===== src/rlm_consts.svh =====
// Offsets, field positions, reset values and timing counts of the receive link error monitor.
`ifndef RLM_CONSTS_SVH
`define RLM_CONSTS_SVH

// ==========================================================================
// Register offsets (byte addresses)
`define RLM_STATUS_OFS 8'h00
`define RLM_ENABLE_OFS 8'h04
`define RLM_CTRL_OFS 8'h08
`define RLM_LIVE_OFS 8'h0C
`define RLM_REINIT_CNT_OFS 8'h10

// ==========================================================================
// Error flag positions in the status and enable registers
`define RLM_NUM_ERR 10
`define RLM_BIT_EOEMB 0
`define RLM_BIT_CMD_PAR 1
`define RLM_BIT_CRC 2
`define RLM_BIT_UNDERRUN 3
`define RLM_BIT_OVERRUN 4
`define RLM_BIT_HDR_LOST 5
`define RLM_BIT_EMB_LOST 6
`define RLM_BIT_SKEW_FULL 7
`define RLM_BIT_ECC_CORR 8
`define RLM_BIT_ECC_FATAL 9

// ==========================================================================
// Control register fields and reset values
`define RLM_CTRL_CRC_REINIT 0
`define RLM_CTRL_SW_REINIT 1
`define RLM_CTRL_RST 1'h1
`define RLM_ENABLE_RST 10'h3FF

// ==========================================================================
// Link constants
`define RLM_EOEMB_ID 5'h01
`define RLM_CRC_W 12
`define RLM_CRC_POLY 12'h80F
`define RLM_CRC_INIT 12'h000
`define RLM_CNT_W 16

// ==========================================================================
// Timing
`define RLM_CLK_NS 40
`define RLM_REINIT_NS 400
`define RLM_REINIT_CYC ((`RLM_REINIT_NS + `RLM_CLK_NS - 1) / `RLM_CLK_NS)

`endif


===== src/rlm_pkg.sv =====
// Types shared by the receive link error monitor.
package rlm_pkg;
`include "rlm_consts.svh"

    // ======================================================================
    // Reinitialisation sequencer states
    typedef enum logic [1:0] {
        RLM_IDLE = 2'b00,
        RLM_REINIT = 2'b01,
        RLM_HOLD = 2'b10
    } rlm_fsm_t;

    // ======================================================================
    // Complete state of the monitor
    typedef struct packed {
        logic [`RLM_NUM_ERR-1:0] status;
        logic [`RLM_NUM_ERR-1:0] enable;
        logic crc_reinit_en;
        logic [31:0] rdata;
        logic [`RLM_CRC_W-1:0] crc_acc;
        logic [`RLM_CRC_W-1:0] crc_prev;
        logic crc_prev_ok;
        logic hdr_lock_q;
        logic emb_lock_q;
        rlm_fsm_t fsm;
        logic [7:0] reinit_left;
        logic [`RLM_CNT_W-1:0] reinit_total;
    } rlm_state_t;

endpackage


===== src/rlm_crc_step.sv =====
// Combinational CRC update of one received data word, most significant bit first.
`timescale 1ns/10ps
`include "rlm_consts.svh"

module rlm_crc_step
    import rlm_pkg::*;
#(
    parameter int DW = 64
) (
    // Running value in
    input wire logic [`RLM_CRC_W-1:0] crc_i,
    // Received word
    input wire logic [DW-1:0] data_i,
    // Updated value
    output logic [`RLM_CRC_W-1:0] crc_o
);

    // ======================================================================
    // Bit-serial division unrolled across the word
    always_comb begin
        logic fb;
        logic [`RLM_CRC_W-1:0] c;
        fb = 1'b0;
        c = crc_i;
        for (int i = DW - 1; i >= 0; i--) begin
            fb = c[`RLM_CRC_W-1] ^ data_i[i];
            c = {c[`RLM_CRC_W-2:0], 1'b0};
            if (fb) begin
                c = c ^ `RLM_CRC_POLY;
            end
        end
        crc_o = c;
    end

endmodule


===== src/rlm_monitor.sv =====
// Receive link error monitor: error detection, sticky flags, interrupt and reinitialisation.
//
// Overview of operation
// - Flag an error when the end-of-extended-multiblock identifier has an unexpected value.
// - Per sync word, flag an error when command parity mismatches computed parity.
// - Flag an error when computed data CRC differs from CRC in sync word.
// - On a CRC error, reinitialise the link by itself; software checks persistence.
// - Flag underrun when any lane width converter FIFO underruns.
// - Flag overrun when any lane width converter overruns.
// - Link clock faster than 16:33 of PHY clock gives underrun; report it.
// - Link clock slower than 16:33 of PHY clock gives overrun; report it.
// - Flag loss of header alignment and always start reinitialisation.
// - Flag loss of extended multiblock alignment and always start reinitialisation.
// - Flag when a receive skew buffer fills, typically from excessive lane skew.
// - Flag corrected ECC events in one sticky bit; repeated events before a clear are not counted.
// - Flag a fatal ECC error when corrupted data was already forwarded.
`timescale 1ns/10ps
`include "rlm_consts.svh"

module rlm_monitor
    import rlm_pkg::*;
#(
    parameter int LANES = 4,
    parameter int DW = 64,
    parameter int CMD_W = 6
) (
    // Clock, reset and clock enable (clk_i is the receive link clock)
    input wire logic clk_i,
    input wire logic rst_b_i,
    input wire logic ce_i,

    // Register port
    input wire logic [7:0] addr_i,
    input wire logic [31:0] wdata_i,
    input wire logic wr_i,
    input wire logic rd_i,
    output logic [31:0] rdata_o,

    // Received data stream
    input wire logic data_valid_i,
    input wire logic [DW-1:0] data_i,
    input wire logic mb_end_i,

    // Sync word fields
    input wire logic syncword_valid_i,
    input wire logic [`RLM_CRC_W-1:0] sync_crc_i,
    input wire logic [CMD_W-1:0] cmd_bits_i,
    input wire logic cmd_parity_i,
    input wire logic eoemb_valid_i,
    input wire logic [4:0] eoemb_id_i,

    // Alignment and buffer status
    input wire logic header_lock_i,
    input wire logic emb_lock_i,
    input wire logic [LANES-1:0] skew_buffer_full_i,
    input wire logic ecc_corrected_i,
    input wire logic ecc_fatal_i,

    // Width converter status from the receive PHY clock domain
    input wire logic [LANES-1:0] width_converter_underrun_i,
    input wire logic [LANES-1:0] width_converter_overrun_i,

    // Outputs
    output logic reinit_o,
    output logic irq_o
);

    // ======================================================================
    // Constants
    localparam logic [7:0] REINIT_CYC = 8'(`RLM_REINIT_CYC);

    localparam rlm_state_t RST_STATE = '{
        status: '0,
        enable: `RLM_ENABLE_RST,
        crc_reinit_en: `RLM_CTRL_RST,
        rdata: '0,
        crc_acc: `RLM_CRC_INIT,
        crc_prev: `RLM_CRC_INIT,
        crc_prev_ok: 1'b0,
        hdr_lock_q: 1'b0,
        emb_lock_q: 1'b0,
        fsm: RLM_IDLE,
        reinit_left: '0,
        reinit_total: '0
    };

    // ======================================================================
    // State
    rlm_state_t r;
    rlm_state_t next_r;

    // ======================================================================
    // Width converter status crossing
    logic [LANES-1:0] underrun_s;
    logic [LANES-1:0] overrun_s;

    // The PHY clock is not related to the link clock, so both vectors go
    // through a plain two-stage synchroniser before any decision.
    rlm_sync2 #(
        .W(2 * LANES)
    ) u_gb_sync (
        .clk_i(clk_i),
        .rst_b_i(rst_b_i),
        .ce_i(ce_i),
        .async_i({width_converter_overrun_i, width_converter_underrun_i}),
        .sync_o({overrun_s, underrun_s})
    );

    // ======================================================================
    // CRC over received data
    logic [`RLM_CRC_W-1:0] crc_step;

    rlm_crc_step #(
        .DW(DW)
    ) u_crc (
        .crc_i(r.crc_acc),
        .data_i(data_i),
        .crc_o(crc_step)
    );

    // ======================================================================
    // Error events of this cycle
    logic ev_eoemb;
    logic ev_cmd_par;
    logic ev_crc;
    logic ev_underrun;
    logic ev_overrun;
    logic ev_hdr_lost;
    logic ev_emb_lost;
    logic ev_skew_full;
    logic [`RLM_NUM_ERR-1:0] ev_vec;

    always_comb begin
        ev_eoemb = eoemb_valid_i && (eoemb_id_i != `RLM_EOEMB_ID);
        ev_cmd_par = syncword_valid_i && ((^cmd_bits_i) != cmd_parity_i);
        // A sync word checks the multiblock that completed before it.
        ev_crc = syncword_valid_i && r.crc_prev_ok && (sync_crc_i != r.crc_prev);
        ev_underrun = |underrun_s;
        ev_overrun = |overrun_s;
        ev_hdr_lost = r.hdr_lock_q && !header_lock_i;
        ev_emb_lost = r.emb_lock_q && !emb_lock_i;
        ev_skew_full = |skew_buffer_full_i;
        ev_vec = '0;
        ev_vec[`RLM_BIT_EOEMB] = ev_eoemb;
        ev_vec[`RLM_BIT_CMD_PAR] = ev_cmd_par;
        ev_vec[`RLM_BIT_CRC] = ev_crc;
        ev_vec[`RLM_BIT_UNDERRUN] = ev_underrun;
        ev_vec[`RLM_BIT_OVERRUN] = ev_overrun;
        ev_vec[`RLM_BIT_HDR_LOST] = ev_hdr_lost;
        ev_vec[`RLM_BIT_EMB_LOST] = ev_emb_lost;
        ev_vec[`RLM_BIT_SKEW_FULL] = ev_skew_full;
        ev_vec[`RLM_BIT_ECC_CORR] = ecc_corrected_i;
        ev_vec[`RLM_BIT_ECC_FATAL] = ecc_fatal_i;
    end

    // ======================================================================
    // Register port decode
    logic wr_status;
    logic wr_enable;
    logic wr_ctrl;
    logic sw_reinit;

    always_comb begin
        wr_status = 1'b0;
        wr_enable = 1'b0;
        wr_ctrl = 1'b0;
        if (wr_i && addr_i == `RLM_STATUS_OFS) begin
            wr_status = 1'b1;
        end else if (wr_i && addr_i == `RLM_ENABLE_OFS) begin
            wr_enable = 1'b1;
        end else if (wr_i && addr_i == `RLM_CTRL_OFS) begin
            wr_ctrl = 1'b1;
        end
        sw_reinit = wr_ctrl && wdata_i[`RLM_CTRL_SW_REINIT];
    end

    // ======================================================================
    // Reinitialisation triggers
    logic reinit_trig;

    always_comb begin
        reinit_trig = ev_hdr_lost || ev_emb_lost;
        if (ev_crc && r.crc_reinit_en) begin
            reinit_trig = 1'b1;
        end
        if (sw_reinit) begin
            reinit_trig = 1'b1;
        end
    end

    // ======================================================================
    // Next state
    always_comb begin
        next_r = r;

        // Lock levels are kept to find their falling edges and for the live register.
        next_r.hdr_lock_q = header_lock_i;
        next_r.emb_lock_q = emb_lock_i;

        // Running CRC of the current multiblock.
        if (data_valid_i) begin
            next_r.crc_acc = crc_step;
            if (mb_end_i) begin
                next_r.crc_prev = crc_step;
                next_r.crc_prev_ok = 1'b1;
                next_r.crc_acc = `RLM_CRC_INIT;
            end
        end

        // Losing header alignment makes the stored multiblock value stale.
        if (!header_lock_i) begin
            next_r.crc_prev_ok = 1'b0;
            next_r.crc_acc = `RLM_CRC_INIT;
        end

        // Sticky flags: a write of one clears, a new event in the same
        // cycle wins so that a clear never drops an error.
        if (wr_status) begin
            next_r.status = r.status & ~wdata_i[`RLM_NUM_ERR-1:0];
        end
        next_r.status = next_r.status | ev_vec;

        if (wr_enable) begin
            next_r.enable = wdata_i[`RLM_NUM_ERR-1:0];
        end
        if (wr_ctrl) begin
            next_r.crc_reinit_en = wdata_i[`RLM_CTRL_CRC_REINIT];
        end

        // Reinitialisation sequencer. While a request is already running,
        // further triggers are recorded in the flags but not repeated, which
        // avoids restarting the link over and over during its own relock.
        case (r.fsm)
            RLM_IDLE: begin
                if (reinit_trig) begin
                    next_r.fsm = RLM_REINIT;
                    next_r.reinit_left = REINIT_CYC - 8'h01;
                    if (r.reinit_total != '1) begin
                        next_r.reinit_total = r.reinit_total + `RLM_CNT_W'(1);
                    end
                end
            end
            RLM_REINIT: begin
                if (r.reinit_left == 8'h00) begin
                    next_r.fsm = RLM_HOLD;
                end else begin
                    next_r.reinit_left = r.reinit_left - 8'h01;
                end
            end
            RLM_HOLD: begin
                // Wait for both alignments to come back; software may force
                // another attempt if they never do.
                // An alignment that returns and drops again while the other
                // is still missing is a fresh loss, so it restarts the request.
                if (header_lock_i && emb_lock_i) begin
                    next_r.fsm = RLM_IDLE;
                end else if (sw_reinit || ev_hdr_lost || ev_emb_lost) begin
                    next_r.fsm = RLM_REINIT;
                    next_r.reinit_left = REINIT_CYC - 8'h01;
                    if (r.reinit_total != '1) begin
                        next_r.reinit_total = r.reinit_total + `RLM_CNT_W'(1);
                    end
                end
            end
            default: begin
                next_r.fsm = RLM_IDLE;
            end
        endcase

        if (wr_i && addr_i == `RLM_REINIT_CNT_OFS) begin
            next_r.reinit_total = '0;
        end

        // Read data stand only in the cycle after the strobe.
        next_r.rdata = '0;
        if (rd_i) begin
            if (addr_i == `RLM_STATUS_OFS) begin
                next_r.rdata = 32'(r.status);
            end else if (addr_i == `RLM_ENABLE_OFS) begin
                next_r.rdata = 32'(r.enable);
            end else if (addr_i == `RLM_CTRL_OFS) begin
                next_r.rdata = 32'(r.crc_reinit_en);
            end else if (addr_i == `RLM_LIVE_OFS) begin
                next_r.rdata = 32'({r.fsm, ev_skew_full, ev_overrun, ev_underrun,
                                    r.emb_lock_q, r.hdr_lock_q});
            end else if (addr_i == `RLM_REINIT_CNT_OFS) begin
                next_r.rdata = 32'(r.reinit_total);
            end
        end
    end

    // ======================================================================
    // State register
    always_ff @(posedge clk_i or negedge rst_b_i) begin
        if (!rst_b_i) begin
            r <= RST_STATE;
        end else if (ce_i) begin
            r <= next_r;
        end
    end

    // ======================================================================
    // Outputs
    assign rdata_o = r.rdata;
    assign reinit_o = (r.fsm == RLM_REINIT);
    // Underrun and overrun only raise flags; recovery is left to the
    // controller, which must reset the receiver.
    assign irq_o = |(r.status & r.enable);

endmodule


===== src/rlm_sync2.sv =====
// Two-stage synchroniser for status levels made in another clock domain.
`timescale 1ns/10ps

module rlm_sync2 #(
    parameter int W = 8
) (
    // Clock and reset
    input wire logic clk_i,
    input wire logic rst_b_i,
    input wire logic ce_i,
    // Levels in and out
    input wire logic [W-1:0] async_i,
    output logic [W-1:0] sync_o
);

    // ======================================================================
    // State
    typedef struct packed {
        logic [W-1:0] stage2;
        logic [W-1:0] stage1;
    } rlm_sync_state_t;

    rlm_sync_state_t r;
    rlm_sync_state_t next_r;

    // Only the second stage is read outside this process.
    always_comb begin
        next_r = r;
        next_r.stage1 = async_i;
        next_r.stage2 = r.stage1;
    end

    always_ff @(posedge clk_i or negedge rst_b_i) begin
        if (!rst_b_i) begin
            r <= '0;
        end else if (ce_i) begin
            r <= next_r;
        end
    end

    assign sync_o = r.stage2;

endmodule


===== config.mk =====
export PLATFORM = sky130hd
export DESIGN_NAME = rlm_monitor
export DESIGN_NICKNAME = d
export VERILOG_FILES = /design/src/rlm_pkg.sv /design/src/rlm_crc_step.sv /design/src/rlm_monitor.sv /design/src/rlm_sync2.sv
export VERILOG_INCLUDE_DIRS = /design/src
export SDC_FILE = /design/constraint.sdc
export NUM_CORES = 1
export LEC_CHECK = 0
export BUFFER_PORTS_ARGS = -buffer_cell sky130_fd_sc_hd__buf_2
export CAP_MARGIN = 20
export CORE_MARGIN = 3
export CORE_UTILIZATION = 59
export DETAILED_ROUTE_END_ITERATION = 12
export GPL_ROUTABILITY_DRIVEN = 1
export PLACE_DENSITY = 0.87
export SYNTH_ARGS = -nofsm -noshare
export SYNTH_HDL_FRONTEND = slang
export SYNTH_HIERARCHICAL = 1
export SYNTH_SLANG_ARGS = --single-unit

===== constraint.sdc =====
create_clock -name clk_i -period 7.25 [get_ports clk_i]
set_clock_uncertainty 0.2 [all_clocks]
set_input_delay 1.0875 -clock clk_i [delete_from_list [all_inputs] [get_ports clk_i]]
set_output_delay 1.0875 -clock clk_i [all_outputs]
set_load 0.01 [all_outputs]

==> results of run 1 <==
[per-layer routing]
metal  vias to the layer above  share of wire [%]
met4                         6                1.9
li1                       2600                  -
met3                        46                8.4
met5                         -               0.15
met1                      2784                 41
met2                       320                 49
[synthesized netlist by cell type, types with 3 or more instances]
cell type and number:
o31a_1 3, mux2_4 10, nand4_1 9, a222oi_1 3
inv_1 23, nor2_1 27, mux2_2 28, and3_1 4
a221oi_1 4, a22oi_1 5, a221o_1 3, a211oi_1 3
o2bb2ai_1 9, nand2_1 53, or4_1 8, dfrtp_1 95
clkbuf_1 11, o21ai_0 27, buf_2 6, o31ai_1 3
dfstp_2 11, ha_1 3, o21a_1 3, buf_4 32
o211ai_1 5, o32ai_1 6, nand3_1 18, nor3_1 7
nor4_1 7, a22o_1 20, xor2_1 24, a21o_1 3
xnor3_1 40, xnor2_1 79, a21oi_1 16, a31oi_1 4
xor3_1 4, xnor2_2 6, o41ai_1 4
[cell type report]
cell class                 count  share of cell area [%]
inverter                      23                    1.01
sequential                   106                    31.3
clock buffer                  10                    2.81
timing repair buffer         154                    9.50
multi-input combinational    496                    51.9
clock inverter                 5                   0.926
tap                          168                    2.47
[metrics by stage]
stage	cell area [µm²]	std cells
finish	8510	962
global route	8510	962
CTS	8480	961
detailed placement	8160	946
global placement	8160	946
floorplan	7530	679
[logic make-up (layout without fill, tap and decap cells)]
family                     Yosys count  in the layout  share of synthesized area [%]
AOI/OAI and AO/OA                  132            132                           13.4
xor gates and xnor gates           158            158                           28.2
adders and majority gates            3              3                          0.502
buffers and inverters               77            192                           5.99
DFF                                106            106                           35.7
muxes                               38             38                           6.23
other                                1             16                         0.0502
and+or+nand+nor                    149            149                           9.91
[worst max path at each step]
stage / startpoint / end / slack, ns / cells past startpoint
after floorplan: data_i[47] / r[29] / 2.87 / 8
after global placement: data_i[47] / r[29] / 2.59 / 9
after detailed placement: data_i[49] / r[40] / 2.51 / 9
after CTS: data_i[49] / r[40] / 2.86 / 9
after global routing: data_i[47] / r[40] / 2.77 / 9
final: data_i[49] / r[40] / 2.83 / 9
[flip-flops by register name, summed over array words and instances (netlist names)]
name / cells
u_gb_sync/sync_o: 8
rdata_o: 16
r: 74
u_gb_sync/next_r: 8
==> flow_summary.json, run 1 <==
{
  "outcome": "complete, no violations",
  "endpoint_kind": "flip-flop",
  "min_from": "rdata_o[13]",
  "slowest_delay_ns": 0.58,
  "ys_seq_elements": 106,
  "cts.sinks": 106,
  "crit_path_frequent_cell": "xnor3_1",
  "layout_commonest_cell": "buf_2",
  "cp-start-kind": "input pin",
  "cp_top_family": "XOR/XNOR gates",
  "final.min_clock_period_ns": 4.42,
  "cp.required_ns": 7.28,
  "synth.distinct_cells": 70,
  "r2r-start": "r[43]",
  "critical_path_class": "in2reg",
  "core_region_area_um2": 12200,
  "cts_max_level": 3,
  "row_count": 40,
  "r2r_slack_ns": 3.27,
  "async_flop_share_pct": 100,
  "hold_viol_final": 0,
  "clock_path_buffers": 2,
  "initial_core_util_pct": 61.2,
  "grt_use_met1_pct": 33.3,
  "dpl_worst_slack_ns": 2.51,
  "synth_top_area_share_pct": 31.8,
  "synth_area_leaders": "dfrtp_1 32%, xnor3_1 12%, xnor2_1 9.3%",
  "fin_tns_setup_ns": 0,
  "nets": 946,
  "grt_use_met3_pct": 5.93,
  "drt_iter0_drc": 538,
  "fmax_mhz": 226,
  "utilization_pct": 69.7,
  "critical_path.max_fanout": 4,
  "synthCells": 664,
  "insertedDiodeCount": 0,
  "finalCritPeriodShare_pct": 61.0,
  "ioPinCount": 187,
  "finalSetupViolations": 0,
  "slowest_stage": "xnor3_1",
  "crit_buf_inv": 1,
  "seq_area_um2": 2670,
  "syn_area_um2": 7470,
  "fill_cells": 879,
  "drv_cap": 0,
  "final_cell_mix": "147 x buf_2, 95 x dfrtp_1, 79 x xnor2_1",
  "cts_buffers": 9,
  "antenna_found_initial": 3,
  "yosys.area.top_type": "dfrtp_1",
  "cts_tree": "built",
  "setup_ws_ns": 2.83,
  "grt_max_degree": 83,
  "reg2reg_to": "r[40]",
  "postCtsSetupBuffers": 0,
  "synth.avg_cell_area_um2": 11.3,
  "grt_pass1_wl_mm": 28.6,
  "num_vias": 5756,
  "slew_viol_final": 0,
  "busiest_layer": "met2",
  "drcViolationCount": 0,
  "io_buffers": 148,
  "syn_to_final_growth_pct": 13.9,
  "cts_hold_buffers": 0,
  "chipWidth_um": 119,
  "worstMarginPinSlew_ns": 0.784,
  "hold_end": "rdata_o[13]",
  "place.gp.congestion": 0.907,
  "cts_root_buf": "clkbuf_16",
  "fp.dieArea_um2": 14100,
  "rr_worst_depth": 8,
  "synth_edf_count": 0,
  "crit_arrival_ns": 4.45,
  "grtUsageTotal_pct": 25.1,
  "die_h_um": 119,
  "first_pass_iters": 5,
  "clk_pin_slew_ns": 0.07,
  "grt_pass1_vias": 5680,
  "grt_overflow": 0,
  "use_met2_pct": 41.7,
  "hp-class": "reg2reg",
  "yosysWarnings": 6,
  "ys_seq_area_share_pct": 35.7,
  "routedWlPerCell_um": 18.4,
  "vias_per_cell": 5.98,
  "layout-drive-gt1-share_pct": 30.5,
  "clk_latency_ns": 0.34,
  "wirelength_mm": 17.7,
  "cts_resized": 0,
  "multiInputGateArea_um2": 4420,
  "rsz0062_at_grt": "no",
  "synth_top_flop_cell": "dfrtp_1",
  "path_cells": "buf_2 > xnor3_1 > xnor2_2 > xnor3_1 > xnor3_1 > xnor3_2 > xor3_2 > xnor3_1 > mux2_2",
  "dp_hpwl_mm": 13.6,
  "whs_ns": 0.282,
  "slew-limit-headroom_pct": 47.7,
  "min_path_cells": 1,
  "drtAntennaViolNets": 0
}
Power of run 1 is not shown: default switching activity piles up to over one toggle a cycle in this logic, so the estimate is an artifact.
==> run 2: changes to the inputs <==
CORE_UTILIZATION = 55   (was 59)
PLACE_DENSITY = 0.82   (was 0.87)
clock period = 4.4 ns   (was 7.25 ns; I/O delays follow)
==> flow_summary.json, run 2 (synthesis results as in run 1) <==
{
  "dp_hpwl_mm": 13.8,
  "r2r-start": "r[48]",
  "cts.sinks": 106,
  "first_pass_iters": 5,
  "hp-class": "in2async",
  "slowest_delay_ns": 0.53,
  "cp.required_ns": 4.43,
  "path_cells": "xor3_1 > xor3_1 > xnor3_1 > xor2_1 > xnor3_1 > xor3_2 > xnor3_1 > mux2_2",
  "busiest_layer": "met2",
  "setup_ws_ns": 0.479,
  "chipWidth_um": 123,
  "fmax_mhz": 255,
  "fp.dieArea_um2": 15000,
  "cp-start-kind": "flip-flop",
  "power.density_nw_per_um2": 1190,
  "cts_tree": "built",
  "critical_path.max_fanout": 3,
  "drcViolationCount": 0,
  "finalSetupViolations": 0,
  "utilization_pct": 65.6,
  "row_count": 41,
  "worstMarginPinSlew_ns": 0.865,
  "drt_iter0_drc": 465,
  "slowest_stage": "xor3_1",
  "largest_reg_flops": 74,
  "clk_pin_slew_ns": 0.07,
  "cts_hold_buffers": 0,
  "grt_pass1_vias": 5739,
  "cts_resized": 0,
  "core_region_area_um2": 12900,
  "cts_buffers": 9,
  "fill_cells": 996,
  "top_register": "r",
  "rsz0062_at_grt": "no",
  "multiInputGateArea_um2": 4420,
  "num_vias": 5702,
  "initial_core_util_pct": 57.8,
  "outcome": "complete, no violations",
  "ir_worst_vdd_mv": 2.01,
  "crit_arrival_ns": 3.95,
  "crit_path_frequent_cell": "xnor3_1",
  "routedWlPerCell_um": 18.5,
  "grt_max_degree": 71,
  "grtUsageTotal_pct": 24.3,
  "layout-drive-gt1-share_pct": 30.5,
  "critical_path.startpoint": "r[48]",
  "grt_overflow": 0,
  "crit_buf_inv": 0,
  "seq_area_um2": 2670,
  "hold_viol_final": 0,
  "critical_path_class": "reg2reg",
  "vias_per_cell": 5.89,
  "syn_to_final_growth_pct": 13.5,
  "r2r_slack_ns": 0.48,
  "clock_path_buffers": 2,
  "drtAntennaViolNets": 0,
  "finalCritPeriodShare_pct": 89.1,
  "die_h_um": 123,
  "nets": 947,
  "dpl_worst_slack_ns": 0.145,
  "slew_viol_final": 0,
  "cts_root_buf": "clkbuf_16",
  "insertedDiodeCount": 0,
  "place.gp.congestion": 0.900,
  "cp_top_family": "XOR/XNOR gates",
  "ioPinCount": 187,
  "wirelength_mm": 18.0,
  "grt_pass1_wl_mm": 28.7,
  "slew-limit-headroom_pct": 42.3,
  "use_met2_pct": 40.8,
  "endpoint_kind": "flip-flop",
  "grt_use_met3_pct": 3.69,
  "clk_latency_ns": 0.35,
  "antenna_found_initial": 0,
  "postCtsSetupBuffers": 0,
  "layout_commonest_cell": "buf_2",
  "final.min_clock_period_ns": 3.92,
  "final_cell_mix": "147 x buf_2, 95 x dfrtp_1, 79 x xnor2_1",
  "drv_cap": 0,
  "grt_use_met1_pct": 33.0,
  "io_buffers": 148,
  "p_leak_nw": 4.00,
  "fin_tns_setup_ns": 0,
  "cts_max_level": 3
}
==> run 2: cell types whose count changed in the layout (fill, tap and decap cells not counted), sizes merged <==
| cell | change |
|---|---|
| clkinvlp | +2 |
| buf | +1 |
| bufinv | -1 |
==> run 2: worst paths after layout <==
| path | end | cells past startpoint |
|---|---|---|
| worst max-delay path | r[31] | 8 |
| worst min-delay path | r[104] | 1 |
| worst max register to register | r[31] | 8 |
| worst min register to register | rdata_o[8] | 1 |
| max in group asynchronous | r[91] | 2 |
| min in group clk_i | rdata_o[8] | 1 |
==> run 2: cell type report <==
| cell class | instances | area share, % |
|---|---|---|
| clock buffer | 10 | 2.70 |
| multi-input combinational | 496 | 52.1 |
| sequential | 106 | 31.4 |
| inverter | 23 | 1.02 |
| timing repair buffer | 155 | 9.38 |
| clock inverter | 6 | 0.797 |
| tap | 172 | 2.54 |
==> run 2: through the flow <==
step                std cells  instance area [µm²]  power [mW]  hold slack, ns
finish                    968                 8480        10.1           0.216
CTS                       968                 8480        10.1           0.249
detailed placement        952                 8180        9.21           0.268
global placement          952                 8180        9.10           0.267
floorplan                 679                 7530        8.37           0.164
global route              968                 8480        10.3           0.281
==> run 2: worst register-to-register path, stage by stage (launching register included) <==
cell     delay (ns)
dfrtp_1        0.44
xor3_1         0.53
xor3_1         0.36
xnor3_1        0.43
xor2_1         0.25
xnor3_1        0.50
xor3_2         0.42
xnor3_1        0.39
mux2_2         0.28
==> run 2: layer usage <==
metal | vias to the layer above | wire length (µm)
met5 | - | 0
met4 | 0 | 308
met3 | 31 | 1350
met2 | 281 | 8920
met1 | 2793 | 7370
li1 | 2597 | -
==> run 2: report_power, final <==
part | switching (mW) | internal, mW | total [mW]
Clock | 0.358 | 0.442 | 0.800
Sequential | 0.211 | 1.19 | 1.40
Combinational | 3.22 | 4.66 | 7.88
Total | 3.79 | 6.29 | 10.1
Power figures use the tool's default switching activity.
==> run 3: changes to the inputs <==
CORE_UTILIZATION = 35   (was 55)
PLACE_DENSITY = unset   (was 0.82)
==> flow_summary.json, run 3 (synthesis results as in run 1) <==
{
  "die_h_um": 152,
  "grtUsageTotal_pct": 15.9,
  "worstMarginPinSlew_ns": 0.825,
  "layout-drive-gt1-share_pct": 30.5,
  "place.gp.congestion": 0.830,
  "wirelength_mm": 18.2,
  "insertedDiodeCount": 0,
  "slew-limit-headroom_pct": 44.5,
  "num_vias": 5433,
  "grt_pass1_vias": 5451,
  "cts_root_buf": "clkbuf_16",
  "cp-start-kind": "flip-flop",
  "utilization_pct": 41.8,
  "chipWidth_um": 152,
  "rsz0062_at_grt": "no",
  "io_buffers": 148,
  "top_register": "r",
  "largest_reg_flops": 74,
  "critical_path_class": "reg2reg",
  "grt_max_degree": 56,
  "grt_overflow": 0,
  "core_region_area_um2": 20600,
  "ir_worst_vdd_mv": 1.65,
  "cts_hold_buffers": 0,
  "hp-class": "in2async",
  "p_leak_nw": 4.02,
  "antenna_found_initial": 0,
  "cts_tree": "built",
  "placed_area_um2": 8330,
  "final.min_clock_period_ns": 3.96,
  "cts.sinks": 106,
  "drtAntennaViolNets": 0,
  "endpoint_kind": "flip-flop",
  "fin_tns_setup_ns": 0,
  "fp.dieArea_um2": 23100,
  "cts_max_level": 3,
  "vias_per_cell": 5.08,
  "clk_pin_slew_ns": 0.07,
  "grt_pass1_wl_mm": 29.7,
  "fill_cells": 1990,
  "outcome": "complete, no violations",
  "nets": 950,
  "crit_arrival_ns": 3.99,
  "cts_buffers": 9,
  "ioPinCount": 187,
  "drcViolationCount": 0,
  "initial_core_util_pct": 36.2,
  "final_cell_mix": "147 x buf_2, 95 x dfrtp_1, 79 x xnor2_1",
  "syn_to_final_growth_pct": 15.3,
  "finalSetupViolations": 0,
  "finalCritPeriodShare_pct": 89.9,
  "power.density_nw_per_um2": 1160,
  "clock_path_buffers": 2,
  "first_pass_iters": 5,
  "critical_path.max_fanout": 3,
  "routedWlPerCell_um": 17.1,
  "drt_iter0_drc": 271,
  "row_count": 52,
  "postCtsSetupBuffers": 0,
  "clk_latency_ns": 0.35,
  "fmax_mhz": 253,
  "cts_resized": 0,
  "layout_commonest_cell": "buf_2",
  "cp.required_ns": 4.43,
  "design_area_um2": 8620,
  "drv_cap": 0,
  "dp_hpwl_mm": 14.0,
  "slew_viol_final": 0,
  "hold_viol_final": 0
}
-- run 3: cell count changes in the layout (fill, tap and decap cells not counted), sizes merged --
cell      delta
clkinvlp     -2
clkbuf       +2
buf          +3
-- run 3: stage by stage --
step	setup WS, ns	total power [mW]	cells	hold slack, ns
2_1_floorplan	0.443	8.37	679	0.164
3_3_place_gp	0.148	9.19	1053	0.270
3_5_place_dp	0.128	9.20	1053	0.271
4_1_cts	0.439	10.0	1069	0.147
5_1_grt	0.361	10.4	1069	0.170
6_report	0.444	10.0	1069	0.127
-- run 3: power by group --
group | total [mW] | switching (mW) | internal [mW]
combinational | 7.81 | 3.14 | 4.67
clock | 0.806 | 0.363 | 0.444
sequential | 1.39 | 0.208 | 1.19
-- run 3: cell type report --
type / count / area [µm²] / area share, %
Tap cell: 270 / 338 / 3.92
Sequential cell: 106 / 2670 / 30.9
Clock inverter: 4 / 52.6 / 0.610
Timing Repair Buffer: 158 / 818 / 9.49
Clock buffer: 12 / 236 / 2.74
Inverter: 23 / 86.3 / 1.00
Multi-Input combinational cell: 496 / 4420 / 51.3
-- run 3: worst paths after layout --
path                       cells past startpoint  slack, ns  startpoint     endpoint
setup / recovery                               8       0.44       r[43]        r[31]
hold / removal                                 1       0.13     rst_b_i  rdata_o[13]
setup reg to reg                               8       0.44       r[43]        r[31]
hold reg to reg                                1       0.29  rdata_o[9]   rdata_o[9]
max in group asynchronous                      2       2.96     rst_b_i        r[87]
min in group clk_i                             1       0.29  rdata_o[9]   rdata_o[9]
-- run 3: routing by layer --
layer  track usage [%]  routed length [µm]  part of all wire, %
met5                 0                   0                    0
met4              4.84                 280                  1.5
met3              2.73                1120                  6.1
met2              24.2                8090                   44
met1              23.2                8760                   48
-- run 3: critical path, cell delays in order, from the launching register on --
cell and delay, ns:
dfrtp_1 0.44, xor2_1 0.33, xnor3_1 0.51, xor3_2 0.42, xnor3_1 0.38, xnor3_2 0.44, xor3_2 0.43, xnor3_1 0.42
mux2_2 0.27
